<file path="src/verilog/qwd_pkg.sv">
// Package for the quad wiper command decoder: field layout, commands,
// reset values and widths.
// Assumes a single system clock; the serial link is sampled, not clocked.
package qwd_pkg;

	// ------------------------------------------------------------------
	// Word layout
	// ------------------------------------------------------------------
	localparam int WORD_BITS  = 16;
	localparam int CMD_MSB    = 15;
	localparam int CMD_LSB    = 12;
	localparam int ADDR_MSB   = 11;
	localparam int ADDR_LSB   = 8;
	localparam int DATA_MSB   = 7;
	localparam int DATA_LSB   = 0;
	localparam int WIPER_BITS = 6;
	localparam int NV_DEPTH   = 16;
	localparam int NV_ABITS   = 4;

	// ------------------------------------------------------------------
	// Values
	// ------------------------------------------------------------------
	localparam logic [5:0] WIPER_ZERO  = 6'h00;
	localparam logic [5:0] WIPER_ONE   = 6'h01;
	localparam logic [5:0] WIPER_MID   = 6'h20;
	localparam logic [5:0] WIPER_FULL  = 6'h3F;
	localparam logic [7:0] NV_WIPER_RESET = 8'h20;
	localparam logic [7:0] NV_OUT_RESET   = 8'h03;
	localparam logic [7:0] NV_USER_RESET  = 8'h00;
	localparam logic [3:0] NV_OUT_ADDR    = 4'h4;

	// ------------------------------------------------------------------
	// Commands
	// ------------------------------------------------------------------
	typedef enum logic [3:0] {
		CMD_NOP       = 4'h0,
		CMD_RESTORE   = 4'h1,
		CMD_SAVE      = 4'h2,
		CMD_NV_WRITE  = 4'h3,
		CMD_SHR_ONE   = 4'h4,
		CMD_SHR_ALL   = 4'h5,
		CMD_DEC_ONE   = 4'h6,
		CMD_DEC_ALL   = 4'h7,
		CMD_RELOAD    = 4'h8,
		CMD_NV_READ   = 4'h9,
		CMD_WIPER_RD  = 4'hA,
		CMD_WIPER_WR  = 4'hB,
		CMD_SHL_ONE   = 4'hC,
		CMD_SHL_ALL   = 4'hD,
		CMD_INC_ONE   = 4'hE,
		CMD_INC_ALL   = 4'hF
	} qwd_cmd_t;

endpackage : qwd_pkg

</file>
<file path="src/verilog/qwd_nv_store.sv">
// Nonvolatile store model: sixteen bytes, one write port, one registered
// read port and four direct wiper taps plus the output-setting byte.
// Assumes writes are single-cycle; cell programming time is not modelled.
`timescale 1ns/1ps
module qwd_nv_store #(
	parameter int DEPTH = 16,
	parameter int ABITS = 4
) (
	// Clock and reset
	input  wire logic             clk_sys_in,
	input  wire logic             srst_in,
	// Write port
	input  wire logic             wr_en_in,
	input  wire logic [ABITS-1:0] wr_addr_in,
	input  wire logic [7:0]       wr_data_in,
	// Read port
	input  wire logic [ABITS-1:0] rd_addr_in,
	output logic      [7:0]       rd_data_out,
	// Direct taps
	output logic      [7:0]       tap0_out,
	output logic      [7:0]       tap1_out,
	output logic      [7:0]       tap2_out,
	output logic      [7:0]       tap3_out,
	output logic      [7:0]       tap_cfg_out
);

	logic [7:0] mem_reg [DEPTH];

	// ------------------------------------------------------------------
	// Storage; the reset stands in for factory contents
	// ------------------------------------------------------------------
	genvar gi;
	generate
		for (gi = 0; gi < DEPTH; gi++) begin : g_cell
			always_ff @(posedge clk_sys_in) begin
				if (srst_in) begin
					if (gi < 4)
						mem_reg[gi] <= qwd_pkg::NV_WIPER_RESET;
					else if (gi == 4)
						mem_reg[gi] <= qwd_pkg::NV_OUT_RESET;
					else
						mem_reg[gi] <= qwd_pkg::NV_USER_RESET;
				end else if (wr_en_in && wr_addr_in == ABITS'(gi)) begin
					mem_reg[gi] <= wr_data_in;
				end
			end
		end
	endgenerate

	// Registered read
	always_ff @(posedge clk_sys_in) begin
		if (srst_in)
			rd_data_out <= 8'h00;
		else
			rd_data_out <= mem_reg[rd_addr_in];
	end

	// Taps feed the restore paths directly
	assign tap0_out    = mem_reg[0];
	assign tap1_out    = mem_reg[1];
	assign tap2_out    = mem_reg[2];
	assign tap3_out    = mem_reg[3];
	assign tap_cfg_out = mem_reg[4];

endmodule : qwd_nv_store

</file>
<file path="src/verilog/qwd_decoder.sv">
// Quad wiper command decoder: serial word capture, command execution on
// chip-select release, four wiper registers and two latched outputs.
// Assumes the serial clock and pins are asynchronous and much slower
// than clk_sys_in (at least four system cycles per serial half period).
`timescale 1ns/1ps
module qwd_decoder #(
	parameter int WIDTH = 6
) (
	// Clock and reset
	input  wire logic             clk_sys_in,
	input  wire logic             srst_in,
	// Serial link (asynchronous pins)
	input  wire logic             spi_clk_in,
	input  wire logic             spi_cs_n_in,
	input  wire logic             serial_input_pin_in,
	output logic                  serial_output_pin_out,
	output logic                  serial_output_pin_oe_out,
	// Control pins (asynchronous)
	input  wire logic             preset_reload_pin_n_in,
	input  wire logic             write_protect_n_in,
	// Device outputs
	output logic      [WIDTH-1:0] wiper0_out,
	output logic      [WIDTH-1:0] wiper1_out,
	output logic      [WIDTH-1:0] wiper2_out,
	output logic      [WIDTH-1:0] wiper3_out,
	output logic                  latched_output_one_out,
	output logic                  latched_output_two_out,
	output logic                  read_power_out
);

	// ------------------------------------------------------------------
	// Synchronisers
	// ------------------------------------------------------------------
	logic [3:0] sync1_reg;
	logic [3:0] sync2_reg;
	logic       sck_d_reg;
	logic       cs_d_reg;
	logic       pr_d_reg;

	// Two flops per pin; stage one is read only by stage two.
	// Reset levels match the idle pins, so no false edge follows reset.
	always_ff @(posedge clk_sys_in) begin
		if (srst_in) begin
			sync1_reg <= 4'hC;
			sync2_reg <= 4'hC;
		end else begin
			sync1_reg <= {preset_reload_pin_n_in, spi_cs_n_in,
				spi_clk_in, serial_input_pin_in};
			sync2_reg <= sync1_reg;
		end
	end

	logic sdi_s, sck_s, cs_s, pr_s, wp_n_s;
	assign sdi_s = sync2_reg[0];
	assign sck_s = sync2_reg[1];
	assign cs_s  = sync2_reg[2];
	assign pr_s  = sync2_reg[3];

	logic [1:0] wp_sync_reg;
	always_ff @(posedge clk_sys_in) begin
		if (srst_in)
			wp_sync_reg <= 2'h3;
		else
			wp_sync_reg <= {wp_sync_reg[0], write_protect_n_in};
	end
	assign wp_n_s = wp_sync_reg[1];

	// Edge history
	always_ff @(posedge clk_sys_in) begin
		if (srst_in) begin
			sck_d_reg <= 1'b0;
			cs_d_reg  <= 1'b1;
			pr_d_reg  <= 1'b1;
		end else begin
			sck_d_reg <= sck_s;
			cs_d_reg  <= cs_s;
			pr_d_reg  <= pr_s;
		end
	end

	logic sck_rise, sck_fall, cs_rise, cs_fall, pr_rise;
	assign sck_rise = sck_s & ~sck_d_reg;
	assign sck_fall = ~sck_s & sck_d_reg;
	assign cs_rise  = cs_s & ~cs_d_reg;
	assign cs_fall  = ~cs_s & cs_d_reg;
	assign pr_rise  = pr_s & ~pr_d_reg;

	// ------------------------------------------------------------------
	// Shift register
	// ------------------------------------------------------------------
	logic [15:0] shift_reg;
	logic [4:0]  bit_cnt_reg;
	logic        readback_load;
	logic [7:0]  readback_byte;

	// MSB first, sampled on the rising serial edge; readback load wins
	always_ff @(posedge clk_sys_in) begin
		if (srst_in) begin
			shift_reg <= 16'h0000;
		end else if (readback_load) begin
			shift_reg <= {shift_reg[15:8], readback_byte};
		end else if (!cs_s && sck_rise) begin
			shift_reg <= {shift_reg[14:0], sdi_s};
		end
	end

	// Count bits per frame so a bare strobe can be told apart
	always_ff @(posedge clk_sys_in) begin
		if (srst_in)
			bit_cnt_reg <= 5'h00;
		else if (cs_fall)
			bit_cnt_reg <= 5'h00;
		else if (!cs_s && sck_rise && bit_cnt_reg != 5'h1F)
			bit_cnt_reg <= bit_cnt_reg + 5'h01;
	end

	// Output bit changes on the falling edge; open drain style enable
	always_ff @(posedge clk_sys_in) begin
		if (srst_in)
			serial_output_pin_out <= 1'b0;
		else if (cs_fall || (!cs_s && sck_fall))
			serial_output_pin_out <= shift_reg[15];
	end
	assign serial_output_pin_oe_out = ~cs_s;

	// ------------------------------------------------------------------
	// Command decode
	// ------------------------------------------------------------------
	qwd_pkg::qwd_cmd_t cmd, rep_cmd_reg, exe_cmd;
	logic [3:0] addr;
	logic [7:0] data;
	logic       have_word, is_step, exec;
	logic       rep_valid_reg;

	assign cmd  = qwd_pkg::qwd_cmd_t'(shift_reg[qwd_pkg::CMD_MSB:
		qwd_pkg::CMD_LSB]);
	assign addr = shift_reg[qwd_pkg::ADDR_MSB:qwd_pkg::ADDR_LSB];
	assign data = shift_reg[qwd_pkg::DATA_MSB:qwd_pkg::DATA_LSB];
	assign have_word = bit_cnt_reg >= 5'h10;
	assign exec = cs_rise;

	// Step commands: shifts, decrements and increments
	function automatic logic step_cmd(input qwd_pkg::qwd_cmd_t c);
		step_cmd = c inside {qwd_pkg::CMD_SHR_ONE, qwd_pkg::CMD_SHR_ALL,
			qwd_pkg::CMD_DEC_ONE, qwd_pkg::CMD_DEC_ALL,
			qwd_pkg::CMD_SHL_ONE, qwd_pkg::CMD_SHL_ALL,
			qwd_pkg::CMD_INC_ONE, qwd_pkg::CMD_INC_ALL};
	endfunction : step_cmd

	// A strobe with no new word repeats the last full word's command if that was a step command
	assign exe_cmd = have_word ? cmd :
		(rep_valid_reg ? rep_cmd_reg : qwd_pkg::CMD_NOP);
	assign is_step = step_cmd(exe_cmd);

	logic [3:0] rep_addr_reg, exe_addr;
	assign exe_addr = have_word ? addr : rep_addr_reg;

	always_ff @(posedge clk_sys_in) begin
		if (srst_in) begin
			rep_valid_reg <= 1'b0;
			rep_cmd_reg   <= qwd_pkg::CMD_NOP;
			rep_addr_reg  <= 4'h0;
		end else if (exec && have_word) begin
			rep_valid_reg <= step_cmd(cmd);
			rep_cmd_reg   <= cmd;
			rep_addr_reg  <= addr;
		end
	end

	// ------------------------------------------------------------------
	// Nonvolatile store
	// ------------------------------------------------------------------
	logic       nv_wr;
	logic [3:0] nv_wr_addr;
	logic [7:0] nv_wr_data;
	logic [7:0] nv_rd_data;
	logic [7:0] nv_tap [4];
	logic [7:0] nv_cfg;
	logic       rd_pend_reg;
	logic [7:0] wiper_rd_reg;
	logic       rd_is_nv_reg;

	qwd_nv_store #(
		.DEPTH (qwd_pkg::NV_DEPTH),
		.ABITS (qwd_pkg::NV_ABITS)
	) u_store (
		.clk_sys_in  (clk_sys_in),
		.srst_in     (srst_in),
		.wr_en_in    (nv_wr),
		.wr_addr_in  (nv_wr_addr),
		.wr_data_in  (nv_wr_data),
		.rd_addr_in  (exe_addr),
		.rd_data_out (nv_rd_data),
		.tap0_out    (nv_tap[0]),
		.tap1_out    (nv_tap[1]),
		.tap2_out    (nv_tap[2]),
		.tap3_out    (nv_tap[3]),
		.tap_cfg_out (nv_cfg)
	);

	logic [WIDTH-1:0] wiper_reg [4];

	// Save and byte write; the store is not covered by write protect
	always_comb begin
		nv_wr      = 1'b0;
		nv_wr_addr = exe_addr;
		nv_wr_data = data;
		if (exec && have_word) begin
			if (cmd == qwd_pkg::CMD_SAVE) begin
				nv_wr      = 1'b1;
				nv_wr_addr = {2'b00, addr[1:0]};
				nv_wr_data = {2'b00, wiper_reg[addr[1:0]]};
			end else if (cmd == qwd_pkg::CMD_NV_WRITE) begin
				nv_wr = 1'b1;
			end
		end
	end

	// Readback: store read has one cycle latency, so load a cycle later
	always_ff @(posedge clk_sys_in) begin
		if (srst_in) begin
			rd_pend_reg  <= 1'b0;
			rd_is_nv_reg <= 1'b0;
			wiper_rd_reg <= 8'h00;
		end else begin
			rd_pend_reg  <= exec && have_word &&
				(cmd == qwd_pkg::CMD_NV_READ || cmd == qwd_pkg::CMD_WIPER_RD);
			rd_is_nv_reg <= cmd == qwd_pkg::CMD_NV_READ;
			wiper_rd_reg <= {2'b00, wiper_reg[addr[1:0]]};
		end
	end
	assign readback_load = rd_pend_reg;
	assign readback_byte = rd_is_nv_reg ? nv_rd_data : wiper_rd_reg;

	// ------------------------------------------------------------------
	// Wiper registers
	// ------------------------------------------------------------------
	logic boot_reg;

	// Load from store one cycle after reset release
	always_ff @(posedge clk_sys_in) begin
		if (srst_in)
			boot_reg <= 1'b1;
		else
			boot_reg <= 1'b0;
	end

	// Saturating step on one value; data byte is never used here
	function automatic logic [WIDTH-1:0] step(input qwd_pkg::qwd_cmd_t c,
		input logic [WIDTH-1:0] v);
		logic [WIDTH-1:0] r;
		r = v;
		unique case (c)
			qwd_pkg::CMD_SHR_ONE, qwd_pkg::CMD_SHR_ALL:
				r = v >> 1;
			qwd_pkg::CMD_DEC_ONE, qwd_pkg::CMD_DEC_ALL:
				r = (v == '0) ? v : v - WIDTH'(1);
			qwd_pkg::CMD_SHL_ONE, qwd_pkg::CMD_SHL_ALL:
				if (v == '0)
					r = WIDTH'(1);
				else if (v[WIDTH-1])
					r = '1;
				else
					r = v << 1;
			qwd_pkg::CMD_INC_ONE, qwd_pkg::CMD_INC_ALL:
				r = (v == '1) ? v : v + WIDTH'(1);
			default:
				r = v;
		endcase
		return r;
	endfunction : step

	logic all_cmd;
	assign all_cmd = exe_cmd inside {qwd_pkg::CMD_SHR_ALL,
		qwd_pkg::CMD_DEC_ALL, qwd_pkg::CMD_SHL_ALL, qwd_pkg::CMD_INC_ALL};

	genvar ch;
	generate
		for (ch = 0; ch < 4; ch++) begin : g_wiper
			logic sel;
			assign sel = all_cmd || exe_addr[1:0] == 2'(ch);
			always_ff @(posedge clk_sys_in) begin
				if (srst_in) begin
					wiper_reg[ch] <= qwd_pkg::WIPER_MID;
				end else if (!pr_s) begin
					wiper_reg[ch] <= qwd_pkg::WIPER_MID;
				end else if (boot_reg || pr_rise) begin
					wiper_reg[ch] <= nv_tap[ch][WIDTH-1:0];
				end else if (exec && exe_cmd == qwd_pkg::CMD_RELOAD) begin
					wiper_reg[ch] <= nv_tap[ch][WIDTH-1:0];
				end else if (exec && wp_n_s) begin
					if (exe_cmd == qwd_pkg::CMD_RESTORE && sel)
						wiper_reg[ch] <= nv_tap[ch][WIDTH-1:0];
					else if (exe_cmd == qwd_pkg::CMD_WIPER_WR && sel)
						wiper_reg[ch] <= data[WIDTH-1:0];
					else if (is_step && sel)
						wiper_reg[ch] <= step(exe_cmd, wiper_reg[ch]);
				end
			end
		end
	endgenerate
	// Only six bits of store bytes 0 to 3 reach a wiper

	assign wiper0_out = wiper_reg[0];
	assign wiper1_out = wiper_reg[1];
	assign wiper2_out = wiper_reg[2];
	assign wiper3_out = wiper_reg[3];

	// ------------------------------------------------------------------
	// Latched outputs and power state
	// ------------------------------------------------------------------
	logic [1:0] lat_reg;
	logic       rpow_reg;

	// Reloaded from store byte 4 at boot and by commands 1 and 8
	always_ff @(posedge clk_sys_in) begin
		if (srst_in)
			lat_reg <= 2'b11;
		else if (boot_reg || (exec && (exe_cmd == qwd_pkg::CMD_RESTORE ||
				exe_cmd == qwd_pkg::CMD_RELOAD)))
			lat_reg <= nv_cfg[1:0];
	end
	assign latched_output_one_out = lat_reg[0];
	assign latched_output_two_out = lat_reg[1];

	// Read power stays on after a restore until a NOP
	always_ff @(posedge clk_sys_in) begin
		if (srst_in)
			rpow_reg <= 1'b0;
		else if (exec && exe_cmd == qwd_pkg::CMD_RESTORE)
			rpow_reg <= 1'b1;
		else if (exec && have_word && cmd == qwd_pkg::CMD_NOP)
			rpow_reg <= 1'b0;
	end
	assign read_power_out = rpow_reg;

endmodule : qwd_decoder

</file>
<file path="config.mk">
export PLATFORM = sky130hd
export DESIGN_NAME = qwd_decoder
export DESIGN_NICKNAME = d
export VERILOG_FILES = /design/src/verilog/qwd_pkg.sv /design/src/verilog/qwd_nv_store.sv /design/src/verilog/qwd_decoder.sv
export SDC_FILE = /design/constraint.sdc
export NUM_CORES = 1
export LEC_CHECK = 0
export BUFFER_PORTS_ARGS = -buffer_cell sky130_fd_sc_hd__buf_2
export CAP_MARGIN = 20
export CORE_UTILIZATION = 50
export CTS_CLUSTER_DIAMETER = 80
export DETAILED_ROUTE_END_ITERATION = 16
export GPL_ROUTABILITY_DRIVEN = 0
export GPL_TIMING_DRIVEN = 0
export PLACE_DENSITY = 0.66
export SYNTH_ARGS = -nofsm -noshare
export SYNTH_HDL_FRONTEND = slang
export SYNTH_HIERARCHICAL = 1
export SYNTH_SLANG_ARGS = --single-unit
</file>
<file path="constraint.sdc">
create_clock -name clk_sys_in -period 4.11 [get_ports clk_sys_in]
set_input_delay 1.233 -clock clk_sys_in [delete_from_list [all_inputs] [get_ports clk_sys_in]]
set_output_delay 1.233 -clock clk_sys_in [all_outputs]
set_load 0.01 [all_outputs]
</file>
==> metrics.md, run 1 <==
| Metric | Value |
|---|---|
| Hold WC Path Type | register to register |
| Post-synthesis async set-or-reset flop share | 0 |
| HPWL after DPL | 24570 um |
| CTS tree | done |
| Routed WL per cell | about 23 um |
| Final Util | 0.5689 |
| Switching part of the total | 0.2233 |
| Die Ht | 157.4 um |
| # diodes | 0 |
| Avg Cell Area, Syn | around 11 um^2 |
| Max reg flops | 128 |
| Worst reg2reg startpoint | shift_reg[15] |
| Synth cell types | 78 |
| CP startpoint kind | register |
| MaxCap Viol Count | 0 |
| Comb power frac | 0.055 |
| Max-slew violations | 0 |
| 1st-iter DRT viols | roughly 840 |
| Hold_sp | sync1_reg[2] |
| Layout cells sized above 1 | 0.1450 |
| Setup Skew | around 0.012 ns |
| Total grt overflow | 0 |
| CP most frequent cell | nand2_1 |
| Max Clock Freq | ~250 MHz |
| WL final | 34040 um |
| Final hold violation count | 0 |
| Register Area | around 5900 um^2 |
| Initial antenna violation count | 0 |
| Detail Route Antenna Nets | 0 |
| Design Power | around 4.9 mW |
| Starting Density | 0.5114 |
| Worst ir drop on vdd | ~0.3 mV |
| Unrepaired setup endpoints after global routing | no |
| Sequential element share of the synthesized area | 0.4874 |
| Largest net degree at the start of global routing | 21 |
| Sw Pwr | 1.086 mW |
| Global-route wire length before repair | ~52000 um |
| Die Area | roughly 25000 um^2 |
| Num rows | between 50 and 60 |
| Leak | roughly 4.8 nW |
| IO Pins | 36 |
| Least-Margin Pin Slew | about 1.0 ns |
| Setup CP Type | register to register |
| Max stage delay on crit path | ~0.51 ns |
| Clk root buf | clkbuf_16 |
| Setup Viol. Count Final | 0 |
| #FFs+latches synth | about 220 |
| Die width | about 160 um |
| Synthesized instance count | roughly 1100 |
| Placed Cells | around 1400 |
| Via Count | between 9000 and 10000 |
| # H-tree levels | 1 |
| Ys Warns | 6 |
| CP Data Required Time | ~4.4 ns |
| Final worst-path cycle share | 0.9635 |
| Register-to-Register Path Depth | 10 |
| Critical path fanouts, max | 20 |
| Tmin final | 3.960 ns |
| Number of global-route vias before repair | about 8700 |
| Cell area after synthesis | 12080 um^2 |
| Worst R2R End | wiper_reg[2][5] |
| Drt pass-1 iters | 7 |
| Main synth FF type | edfxtp_1 |
| Clk Latency, worst-skew pair | ~0.52 ns |
| Syn_nets | 1110 |
| Critical Path Slowest Stage Cell | or3b_2 |
| DRC | 0 |
| Clock power share | 0.438 |
| Post-Layout Cell Count | about 1500 |
| Clock-pin slew on the worst setup and hold paths | around 0.06 ns |
| Hold path depth | 1 |
| Outcome | completed |
| Critical path capture point type | register |
| Reg2Reg Setup Slack | approximately 0.15 ns |
| Post-synth EDFFs | 152 |
| Hold EP | sync2_reg[2] |
| Area Overhead vs Synth | 11.24% |
| Fillers | 2063 |
| CP Cell Sequence | clkbuf_1 > nand2_1 > nand2_1 > nand2_2 > ha_1 > o21ai_0 > or3b_2 > a22oi_1 > o211ai_1 > a22o_1 |
| Sequential Power Share | 0.507 |
| CTS Buf Count | 24 |
| CP arrival | roughly 4.2 ns |
| Drt via density | just over 6 |
| Area of the multi-input gates | between 5000 and 6000 um^2 |
| Port bufs | 35 |
| Tot GR Track Use | 0.2817 |
| Slew margin rel. | 0.3141 |
| Sinks on Clock Net | 218 |
| NumNets Final | ~1200 |
| Clock Tree Buf Depth | 3 |
| Cell internal pwr | about 3.8 mW |
| Pwr dens | 362.2 nW/um^2 |
| Core Area | about 24000 um^2 |
-- worst max-delay path by stage --
stage / slack [ns] / to / start
6_report: 0.15 / wiper_reg[2][5] / shift_reg[15]
5_1_grt: 0.02 / wiper_reg[2][5] / bit_cnt_reg[4]
4_1_cts: 0.23 / wiper_reg[0][5] / bit_cnt_reg[4]
3_5_place_dp: -0.37 / wiper_reg[0][5] / bit_cnt_reg[4]
3_3_place_gp: -0.32 / wiper_reg[0][5] / bit_cnt_reg[4]
2_1_floorplan: 0.66 / wiper_reg[0][5] / bit_cnt_reg[4]
-- kinds of logic after synthesis --
family | after synthesis | synth area share
fa+ha+maj | 23 | 0.02632
mux | 89 | 0.09397
simple gates | 388 | 0.1823
buf+inv | 77 | 0.03346
compound gates | 272 | 0.1671
xor+xnor | 13 | 0.009428
flops | 218 | 0.4874
-- repair_timing --
item / CTS / global route
gates resized for setup: 2 / 0
buffers inserted: 0 / 0
hold buffers: 0 / 0
endpoints found under the setup margin: 11 / 0
-- metal layers --
metal / share of wire / wire length (um) / track usage / vias to the layer above
met3: 0.058 / 1978 / 0.03111 / 101
li1: - / - / - / 4204
met1: 0.43 / 14550 / 0.3758 / 4427
met5: 0 / 0 / 0 / -
met4: 0.048 / 1640 / 0.1285 / 0
met2: 0.47 / 15870 / 0.4614 / 372
-- Yosys cell counts, drive strengths merged, types with 9 or more instances --
| master | n | area, um^2 |
|---|---|---|
| nand2 | 65 | 244.0 |
| clkbuf | 35 | 131.4 |
| nor2b | 21 | 131.4 |
| inv | 9 | 33.78 |
| or2 | 14 | 87.59 |
| a22oi | 32 | 240.2 |
| mux4 | 17 | 397.9 |
| xor2 | 11 | 96.34 |
| a221oi | 9 | 102.6 |
| mux2 | 13 | 146.4 |
| ha | 19 | 237.7 |
| nor2 | 53 | 198.9 |
| and2 | 138 | 863.3 |
| a31oi | 9 | 56.30 |
| mux2i | 59 | 590.6 |
| o21ai | 46 | 230.2 |
| nand2b | 12 | 75.07 |
| a221o | 9 | 90.09 |
| o21bai | 21 | 157.7 |
| nand3b | 9 | 67.56 |
| dfxtp | 66 | 1321 |
| buf | 32 | 229.0 |
| nand3 | 23 | 127.6 |
| nor3 | 10 | 50.05 |
| a21o | 18 | 135.1 |
| a21oi | 43 | 215.2 |
| a211oi | 28 | 245.2 |
| edfxtp | 152 | 4564 |
-- metrics by stage --
stage | area (um^2) | setup WS, ns | setup TNS (ns) | hold WS (ns)
final | 13430 | 0.1501 | 0 | 0.4096
after global routing | 13430 | 0.01781 | 0 | 0.4239
after CTS | 13430 | 0.2327 | 0 | 0.4120
after detailed placement | 12650 | -0.3692 | -2.279 | 0.3985
after global placement | 12650 | -0.3248 | -1.972 | 0.3916
after floorplan | 12080 | 0.6601 | 0 | 0.3895
-- cell type report --
class / count / share of cell area
Tap cell: 319 / 0.02971
Timing Repair Buffer: 35 / 0.01304
Clock buffer: 31 / 0.04899
Multi-Input combinational cell: 785 / 0.4309
Sequential cell: 218 / 0.4381
Inverter: 9 / 0.002515
Buffer: 68 / 0.02766
Clock inverter: 13 / 0.009034
-- critical path, delay by kind of cell, from the launching register on --
family | cells | cell delay (ns)
and+or+nand+nor | 4 | 1.70
AOI/OAI and AO/OA | 4 | 0.70
buffers and inverters | 1 | 0.48
adders and majority gates | 1 | 0.48
DFF | 1 | 0.34
-- placed cells by master (no fill, tap or decap), drive strengths merged, types with 8 or more instances in the layout --
| cell type | n |
|---|---|
| a211o | 8 |
| a211oi | 28 |
| a21o | 18 |
| a21oi | 43 |
| a221o | 9 |
| a221oi | 9 |
| a22oi | 32 |
| a31oi | 9 |
| and2 | 138 |
| buf | 67 |
| clkbuf | 66 |
| clkinv | 9 |
| dfxtp | 66 |
| edfxtp | 152 |
| ha | 19 |
| inv | 11 |
| mux2 | 13 |
| mux2i | 59 |
| mux4 | 17 |
| nand2 | 65 |
| nand2b | 12 |
| nand3 | 23 |
| nand3b | 9 |
| nor2 | 53 |
| nor2b | 21 |
| nor3 | 10 |
| o21ai | 46 |
| o21bai | 21 |
| or2 | 14 |
| xor2 | 11 |
-- power by group through the flow --
stage | sequential (mW) | combinational, mW | clock, mW
2_1_floorplan | 2.50 | 0.182 | 0
3_3_place_gp | 2.51 | 0.263 | 0
3_5_place_dp | 2.51 | 0.265 | 0
4_1_cts | 2.46 | 0.268 | 2.16
5_1_grt | 2.47 | 0.294 | 2.24
6_report | 2.47 | 0.270 | 2.13
No activity file was read; power rests on OpenSTA's default activity.
==> inputs of run 2 (changes only) <==
--- a/config.mk
+++ b/config.mk
@@ -8,6 +8,7 @@
 export BUFFER_PORTS_ARGS = -buffer_cell sky130_fd_sc_hd__buf_2
 export CAP_MARGIN = 20
 export CORE_UTILIZATION = 50
+export CTS_BUF_LIST = sky130_fd_sc_hd__clkbuf_4 sky130_fd_sc_hd__clkbuf_8
 export CTS_CLUSTER_DIAMETER = 80
 export DETAILED_ROUTE_END_ITERATION = 16
 export GPL_ROUTABILITY_DRIVEN = 0
==> run 2 against run 1 <==
Clock power down 2%. Clock skew up 0.013 ns. Final cell count rose by 1.4%. Sequential share of layout area barely moved. Via count rose by 0.43%.
==> metrics.md, run 2 (synthesis results as in run 1) <==
| Metric | Value |
|---|---|
| Area Overhead vs Synth | 11.31% (about the same) |
| Resized cells post-CTS | 2 (unchanged) |
| Layout cells sized above 1 | 0.1610 (+0.01606) |
| Number of global-route vias before repair | 8796 (+1.2%) |
| WL final | 34120 um (+0.23%) |
| Clk Latency, worst-skew pair | 0.54 ns (+0.02 ns) |
| CP Data Required Time | 4.39 ns (about the same) |
| Final worst-path cycle share | 0.9525 (-0.01094) |
| 1st-iter DRT viols | 851 (+0.83%) |
| Most common cell after layout, fill and taps aside | edfxtp_1 |
| Num rows | 56 (unchanged) |
| Final Util | 0.5693 (about the same) |
| Via Count | 9143 (+0.43%) |
| NumNets Final | 1184 (+1.1%) |
| Setup Viol. Count Final | 0 (unchanged) |
| Total grt overflow | 0 (unchanged) |
| Most frequent cells in the layout | 152 x edfxtp_1, 138 x and2_1, 66 x dfxtp_1 |
| Global-route wire length before repair | 52080 um (+0.68%) |
| Clk root buf | clkbuf_8 |
| CP Cell Sequence | buf_6 > buf_6 > buf_2 > nand3_1 > nand2_1 > clkbuf_2 > nand2_2 > ha_1 > o21ai_0 > or3b_2 > a22oi_1 > o211ai_1 > a22o_1 |
| Setup bufs post-CTS | 0 (unchanged) |
| Detail Route Antenna Nets | 0 (unchanged) |
| Clock-pin slew on the worst setup and hold paths | 0.06 ns (about the same) |
| Max reg flops | 128 (unchanged) |
| IO Pins | 36 (unchanged) |
| HPWL after DPL | 24570 um (unchanged) |
| Tot GR Track Use | 0.2850 (+0.003330) |
| Setup CP Type | register to register |
| CP arrival | 4.19 ns (-0.04 ns) |
| Drt pass-1 iters | 5 (-2) |
| Largest net degree at the start of global routing | 21 (unchanged) |
| Max stage delay on crit path | 0.50 ns (about the same) |
| CTS Buf Count | 37 (+54%) |
| Tmin final | 3.915 ns (-0.04498 ns) |
| MaxCap Viol Count | 0 (unchanged) |
| Least-Margin Pin Slew | 1.047 ns (+0.01989 ns) |
| # hold bufs at CTS | 0 (unchanged) |
| # diodes | 0 (unchanged) |
| Critical path fanouts, max | 20 (unchanged) |
| # H-tree levels | 2 (+1) |
| Clock Tree Buf Depth | 3 (unchanged) |
| Final hold violation count | 0 (unchanged) |
| Starting Density | 0.5114 (unchanged) |
| Setup Skew | 0.02531 ns (+0.01343 ns) |
| DRC | 0 (unchanged) |
| Drt via density | 6.099 (-0.98%) |
| Sinks on Clock Net | 218 (unchanged) |
| Critical Path Slowest Stage Cell | or3b_2 |
| Post-Layout Cell Count | 1499 (+1.4%) |
| Core Area | 23610 um^2 (unchanged) |
| Port bufs | 35 (unchanged) |
| Final worst hold slack | 0.4099 ns (+0.0002830 ns) |
| Leak | 4.803 nW (+0.47%) |
| Register-to-Register Path Depth | 13 (+3) |
| Unrepaired setup endpoints after global routing | no |
| Die Ht | 157.4 um (unchanged) |
| Max-slew violations | 0 (unchanged) |
| CTS tree | done |
| Slew margin rel. | 0.3008 (-0.01329) |
| Critical path capture point type | register |
| Pwr dens | 358.0 nW/um^2 (-1.1%) |
| Placed Cells | 1434 (unchanged) |
| Hold WC Path Type | register to register |
| Routed WL per cell | 22.76 um (-1.2%) |
| Outcome | completed |
| Hold path depth | 1 (unchanged) |
| Worst ir drop on vdd | 0.2429 mV (-19%) |
| CP most frequent cell | buf_6 |
| CP startpoint kind | register |
| Die Area | 24780 um^2 (unchanged) |
| Die width | 157.4 um (unchanged) |
| Initial antenna violation count | 0 (unchanged) |
| Max Clock Freq | 255.4 MHz (+1.1%) |
## run 2: cell count changes in the layout (fill, tap and decap cells not counted), sizes merged
cell / change
inv: -2
clkinvlp: +1
clkbuf: +21
bufinv: +1
## run 2: layout make-up
| cell class | instances | area (um^2) |
|---|---|---|
| sequential | 218 | 5886 |
| fill | 2073 | 10170 |
| tap | 319 | 399.1 |
| buffer | 68 | 371.6 |
| multi-input combinational | 785 | 5789 |
| clock inverter | 13 | 135.1 |
| inverter | 9 | 33.78 |
| timing repair buffer | 35 | 175.2 |
| clock buffer | 52 | 653.1 |
## run 2: power by group
group,internal [mW],switching [mW],total (mW)
sequential,2.41,0.0540,2.47
clock,1.21,0.866,2.08
combinational,0.108,0.161,0.269
## run 2: through the flow
step	total power [mW]	setup TNS, ns	worst slack (ns)	cell area, um^2
final	4.813	0	0.1951	13440
after global routing	4.981	0	0.01747	13440
after CTS	4.852	0	0.2134	13440
after detailed placement	2.775	-2.279	-0.3692	12650
after global placement	2.771	-1.972	-0.3248	12650
after floorplan	2.677	0	0.6601	12080
## run 2: worst paths after layout
path / slack (ns) / startpoint / to
worst min-delay path: 0.41 / sync1_reg[2] / sync2_reg[2]
worst min register to register: 0.41 / sync1_reg[2] / sync2_reg[2]
worst max register to register: 0.20 / bit_cnt_reg[4] / wiper_reg[2][5]
worst max-delay path: 0.20 / bit_cnt_reg[4] / wiper_reg[2][5]
## run 2: worst max-delay path: cells and delay by family (launching register included)
| kind | cells | cell delay (ns) |
|---|---|---|
| buf+inv | 4 | 0.84 |
| fa+ha+maj | 1 | 0.48 |
| simple gates | 4 | 1.30 |
| flops | 1 | 0.35 |
| compound gates | 4 | 0.69 |
## run 2: layer usage
metal | vias up | GRT usage | wire length [um]
met3 | 102 | 0.03965 | 1935
li1 | 4233 | - | -
met5 | - | 0 | 0
met2 | 389 | 0.4631 | 15920
met4 | 0 | 0.1429 | 1700
met1 | 4419 | 0.3731 | 14560
==> inputs of run 3 (changes only) <==
--- a/config.mk
+++ b/config.mk
@@ -13,6 +13,7 @@
 export DETAILED_ROUTE_END_ITERATION = 16
 export GPL_ROUTABILITY_DRIVEN = 0
 export GPL_TIMING_DRIVEN = 0
+export MAX_ROUTING_LAYER = met4
 export PLACE_DENSITY = 0.66
 export SYNTH_ARGS = -nofsm -noshare
 export SYNTH_HDL_FRONTEND = slang
==> run 3 against run 2 <==
Clock skew is 0.0032 ns lower. Via count is essentially flat. Total power about the same. Maximum frequency fell by 0.17%. Highest routed layer unchanged.
==> metrics.md, run 3 (synthesis results as in run 1) <==
| Metric | Value |
|---|---|
| Die width | 157.4 um (unchanged) |
| Area Overhead vs Synth | 11.31% (unchanged) |
| Placed Cells | 1434 (unchanged) |
| Die Ht | 157.4 um (unchanged) |
| Post-Layout Cell Count | 1499 (unchanged) |
| Slew margin rel. | 0.3145 (+0.01365) |
| Clock Tree Buf Depth | 3 (unchanged) |
| Max reg flops | 128 (unchanged) |
| Setup Skew | 0.02211 ns (-0.003200 ns) |
| Outcome | completed |
| 1st-iter DRT viols | 782 (-8.1%) |
| Critical path startpoint | shift_reg[15] |
| Tot GR Track Use | 0.2932 (+0.008169) |
| CP startpoint kind | register |
| Layout cells sized above 1 | 0.1610 (unchanged) |
| Final hold violation count | 0 (unchanged) |
| Core Area | 23610 um^2 (unchanged) |
| # H-tree levels | 2 (unchanged) |
| Clock power share | 0.432 (about the same) |
| Final worst hold slack | 0.4099 ns (unchanged) |
| Port bufs | 35 (unchanged) |
| Comb power frac | 0.056 (about the same) |
| Tmin final | 3.922 ns (+0.006684 ns) |
| NumNets Final | 1184 (unchanged) |
| Switching part of the total | 0.2244 (about the same) |
| CP Data Required Time | 4.39 ns (about the same) |
| Cell internal pwr | 3.733 mW (about the same) |
| Leak | 4.803 nW (unchanged) |
| Unrepaired setup endpoints after global routing | no |
| Most frequent cells in the layout | 152 x edfxtp_1, 138 x and2_1, 66 x dfxtp_1 |
| Drt via density | 6.098 (about the same) |
| Most common cell after layout, fill and taps aside | edfxtp_1 |
| Routed WL per cell | 22.77 um (about the same) |
| Total grt overflow | 0 (unchanged) |
| Num rows | 56 (unchanged) |
| Sequential Power Share | 0.512 (about the same) |
| Clk root buf | clkbuf_8 |
| # hold bufs at CTS | 0 (unchanged) |
| Initial antenna violation count | 0 (unchanged) |
| Starting Density | 0.5114 (unchanged) |
| Fillers | 2073 (unchanged) |
| CTS Buf Count | 37 (unchanged) |
| CP arrival | 4.20 ns (about the same) |
| Detail Route Antenna Nets | 0 (unchanged) |
| Sw Pwr | 1.080 mW (about the same) |
| Worst ir drop on vdd | 0.2424 mV (-0.18%) |
| Max-slew violations | 0 (unchanged) |
| Critical path capture point type | register |
| Setup CP Type | register to register |
| MaxCap Viol Count | 0 (unchanged) |
| Clock-pin slew on the worst setup and hold paths | 0.06 ns (about the same) |
| Reg2Reg Setup Slack | 0.19 ns (about the same) |
| HPWL after DPL | 24570 um (unchanged) |
| Global-route wire length before repair | 52030 um (about the same) |
| Clk Latency, worst-skew pair | 0.54 ns (about the same) |
| Worst R2R End | wiper_reg[2][5] |
| Die Area | 24780 um^2 (unchanged) |
| Critical path fanouts, max | 20 (unchanged) |
| DRC | 0 (unchanged) |
| CTS tree | done |
| Setup bufs post-CTS | 0 (unchanged) |
| Pwr dens | 358.0 nW/um^2 (about the same) |
| IO Pins | 36 (unchanged) |
| # diodes | 0 (unchanged) |
| Number of global-route vias before repair | 8827 (+0.35%) |
| Sinks on Clock Net | 218 (unchanged) |
| Register-to-Register Path Depth | 10 (-3) |
| WL final | 34130 um (about the same) |
| Largest net degree at the start of global routing | 21 (unchanged) |
| Hold WC Path Type | register to register |
| Setup Viol. Count Final | 0 (unchanged) |
| Least-Margin Pin Slew | 1.026 ns (-0.02044 ns) |
| Final worst-path cycle share | 0.9542 (+0.001626) |
| Worst reg2reg startpoint | shift_reg[15] |
| Max Clock Freq | 255.0 MHz (-0.17%) |
| Via Count | 9141 (-0.022%) |
| Design Power | 4.813 mW (about the same) |
| Critical Path Sink | wiper_reg[2][5] |
| Drt pass-1 iters | 5 (unchanged) |
==> run 3: power by group through the flow <==
stage	clock (mW)	sequential, mW	combinational, mW
2_1_floorplan	0	2.50	0.182
3_3_place_gp	0	2.51	0.263
3_5_place_dp	0	2.51	0.265
4_1_cts	2.12	2.46	0.268
5_1_grt	2.22	2.47	0.294
6_report	2.08	2.47	0.269
==> run 3: layer usage <==
metal	vias to the layer above	track usage	share of wire	wire, um
met2	383	0.4661	0.47	15960
met3	104	0.04020	0.057	1932
li1	4226	-	-	-
met1	4428	0.3696	0.43	14540
met4	0	0.1419	0.050	1708
met5	-	-	0	0
==> run 3: area by class of cell <==
type,count,area (um^2),share of cell area
tap,319,399.1,0.02969
inverter,9,33.78,0.002513
multi-input combinational,785,5789,0.4307
buffer,68,371.6,0.02764
sequential,218,5886,0.4378
timing repair buffer,35,175.2,0.01303
clock inverter,13,135.1,0.01005
clock buffer,52,653.1,0.04859
==> run 3: worst max-delay path, cell delays in order, from the launching register on <==
cell,delay (ns)
dfxtp_1,0.34
clkbuf_1,0.49
nand2_1,0.38
nand2_1,0.40
nand2_2,0.38
ha_1,0.48
o21ai_0,0.16
or3b_2,0.50
a22oi_1,0.16
o211ai_1,0.16
a22o_1,0.20
==> run 3: how the worst min path moves through the flow <==
stage,startpoint,end,slack [ns],depth (start not counted)
after floorplan,sync1_reg[2],sync2_reg[2],0.39,1
after global placement,sync1_reg[3],sync2_reg[3],0.39,1
after detailed placement,sync1_reg[2],sync2_reg[2],0.40,1
after CTS,sync1_reg[2],sync2_reg[2],0.41,1
after global routing,sync1_reg[2],sync2_reg[2],0.43,1
final,sync1_reg[2],sync2_reg[2],0.41,1
==> run 3: metrics by stage <==
step / setup WS [ns] / cell area [um^2] / util / TNS (ns)
after floorplan: 0.6601 / 12080 / - / 0
after global placement: -0.3248 / 12650 / 0.5358 / -1.972
after detailed placement: -0.3692 / 12650 / 0.5358 / -2.279
after CTS: 0.2134 / 13440 / 0.5693 / 0
after global routing: 0.01911 / 13440 / 0.5693 / 0
final: 0.1884 / 13440 / 0.5693 / 0
==> run 3: timing repair <==
| item | CTS | global route |
|---|---|---|
| endpoints found under the setup margin | 12 | 0 |
| endpoints found under the hold margin | 0 | 0 |
| gates resized for setup | 2 | 0 |
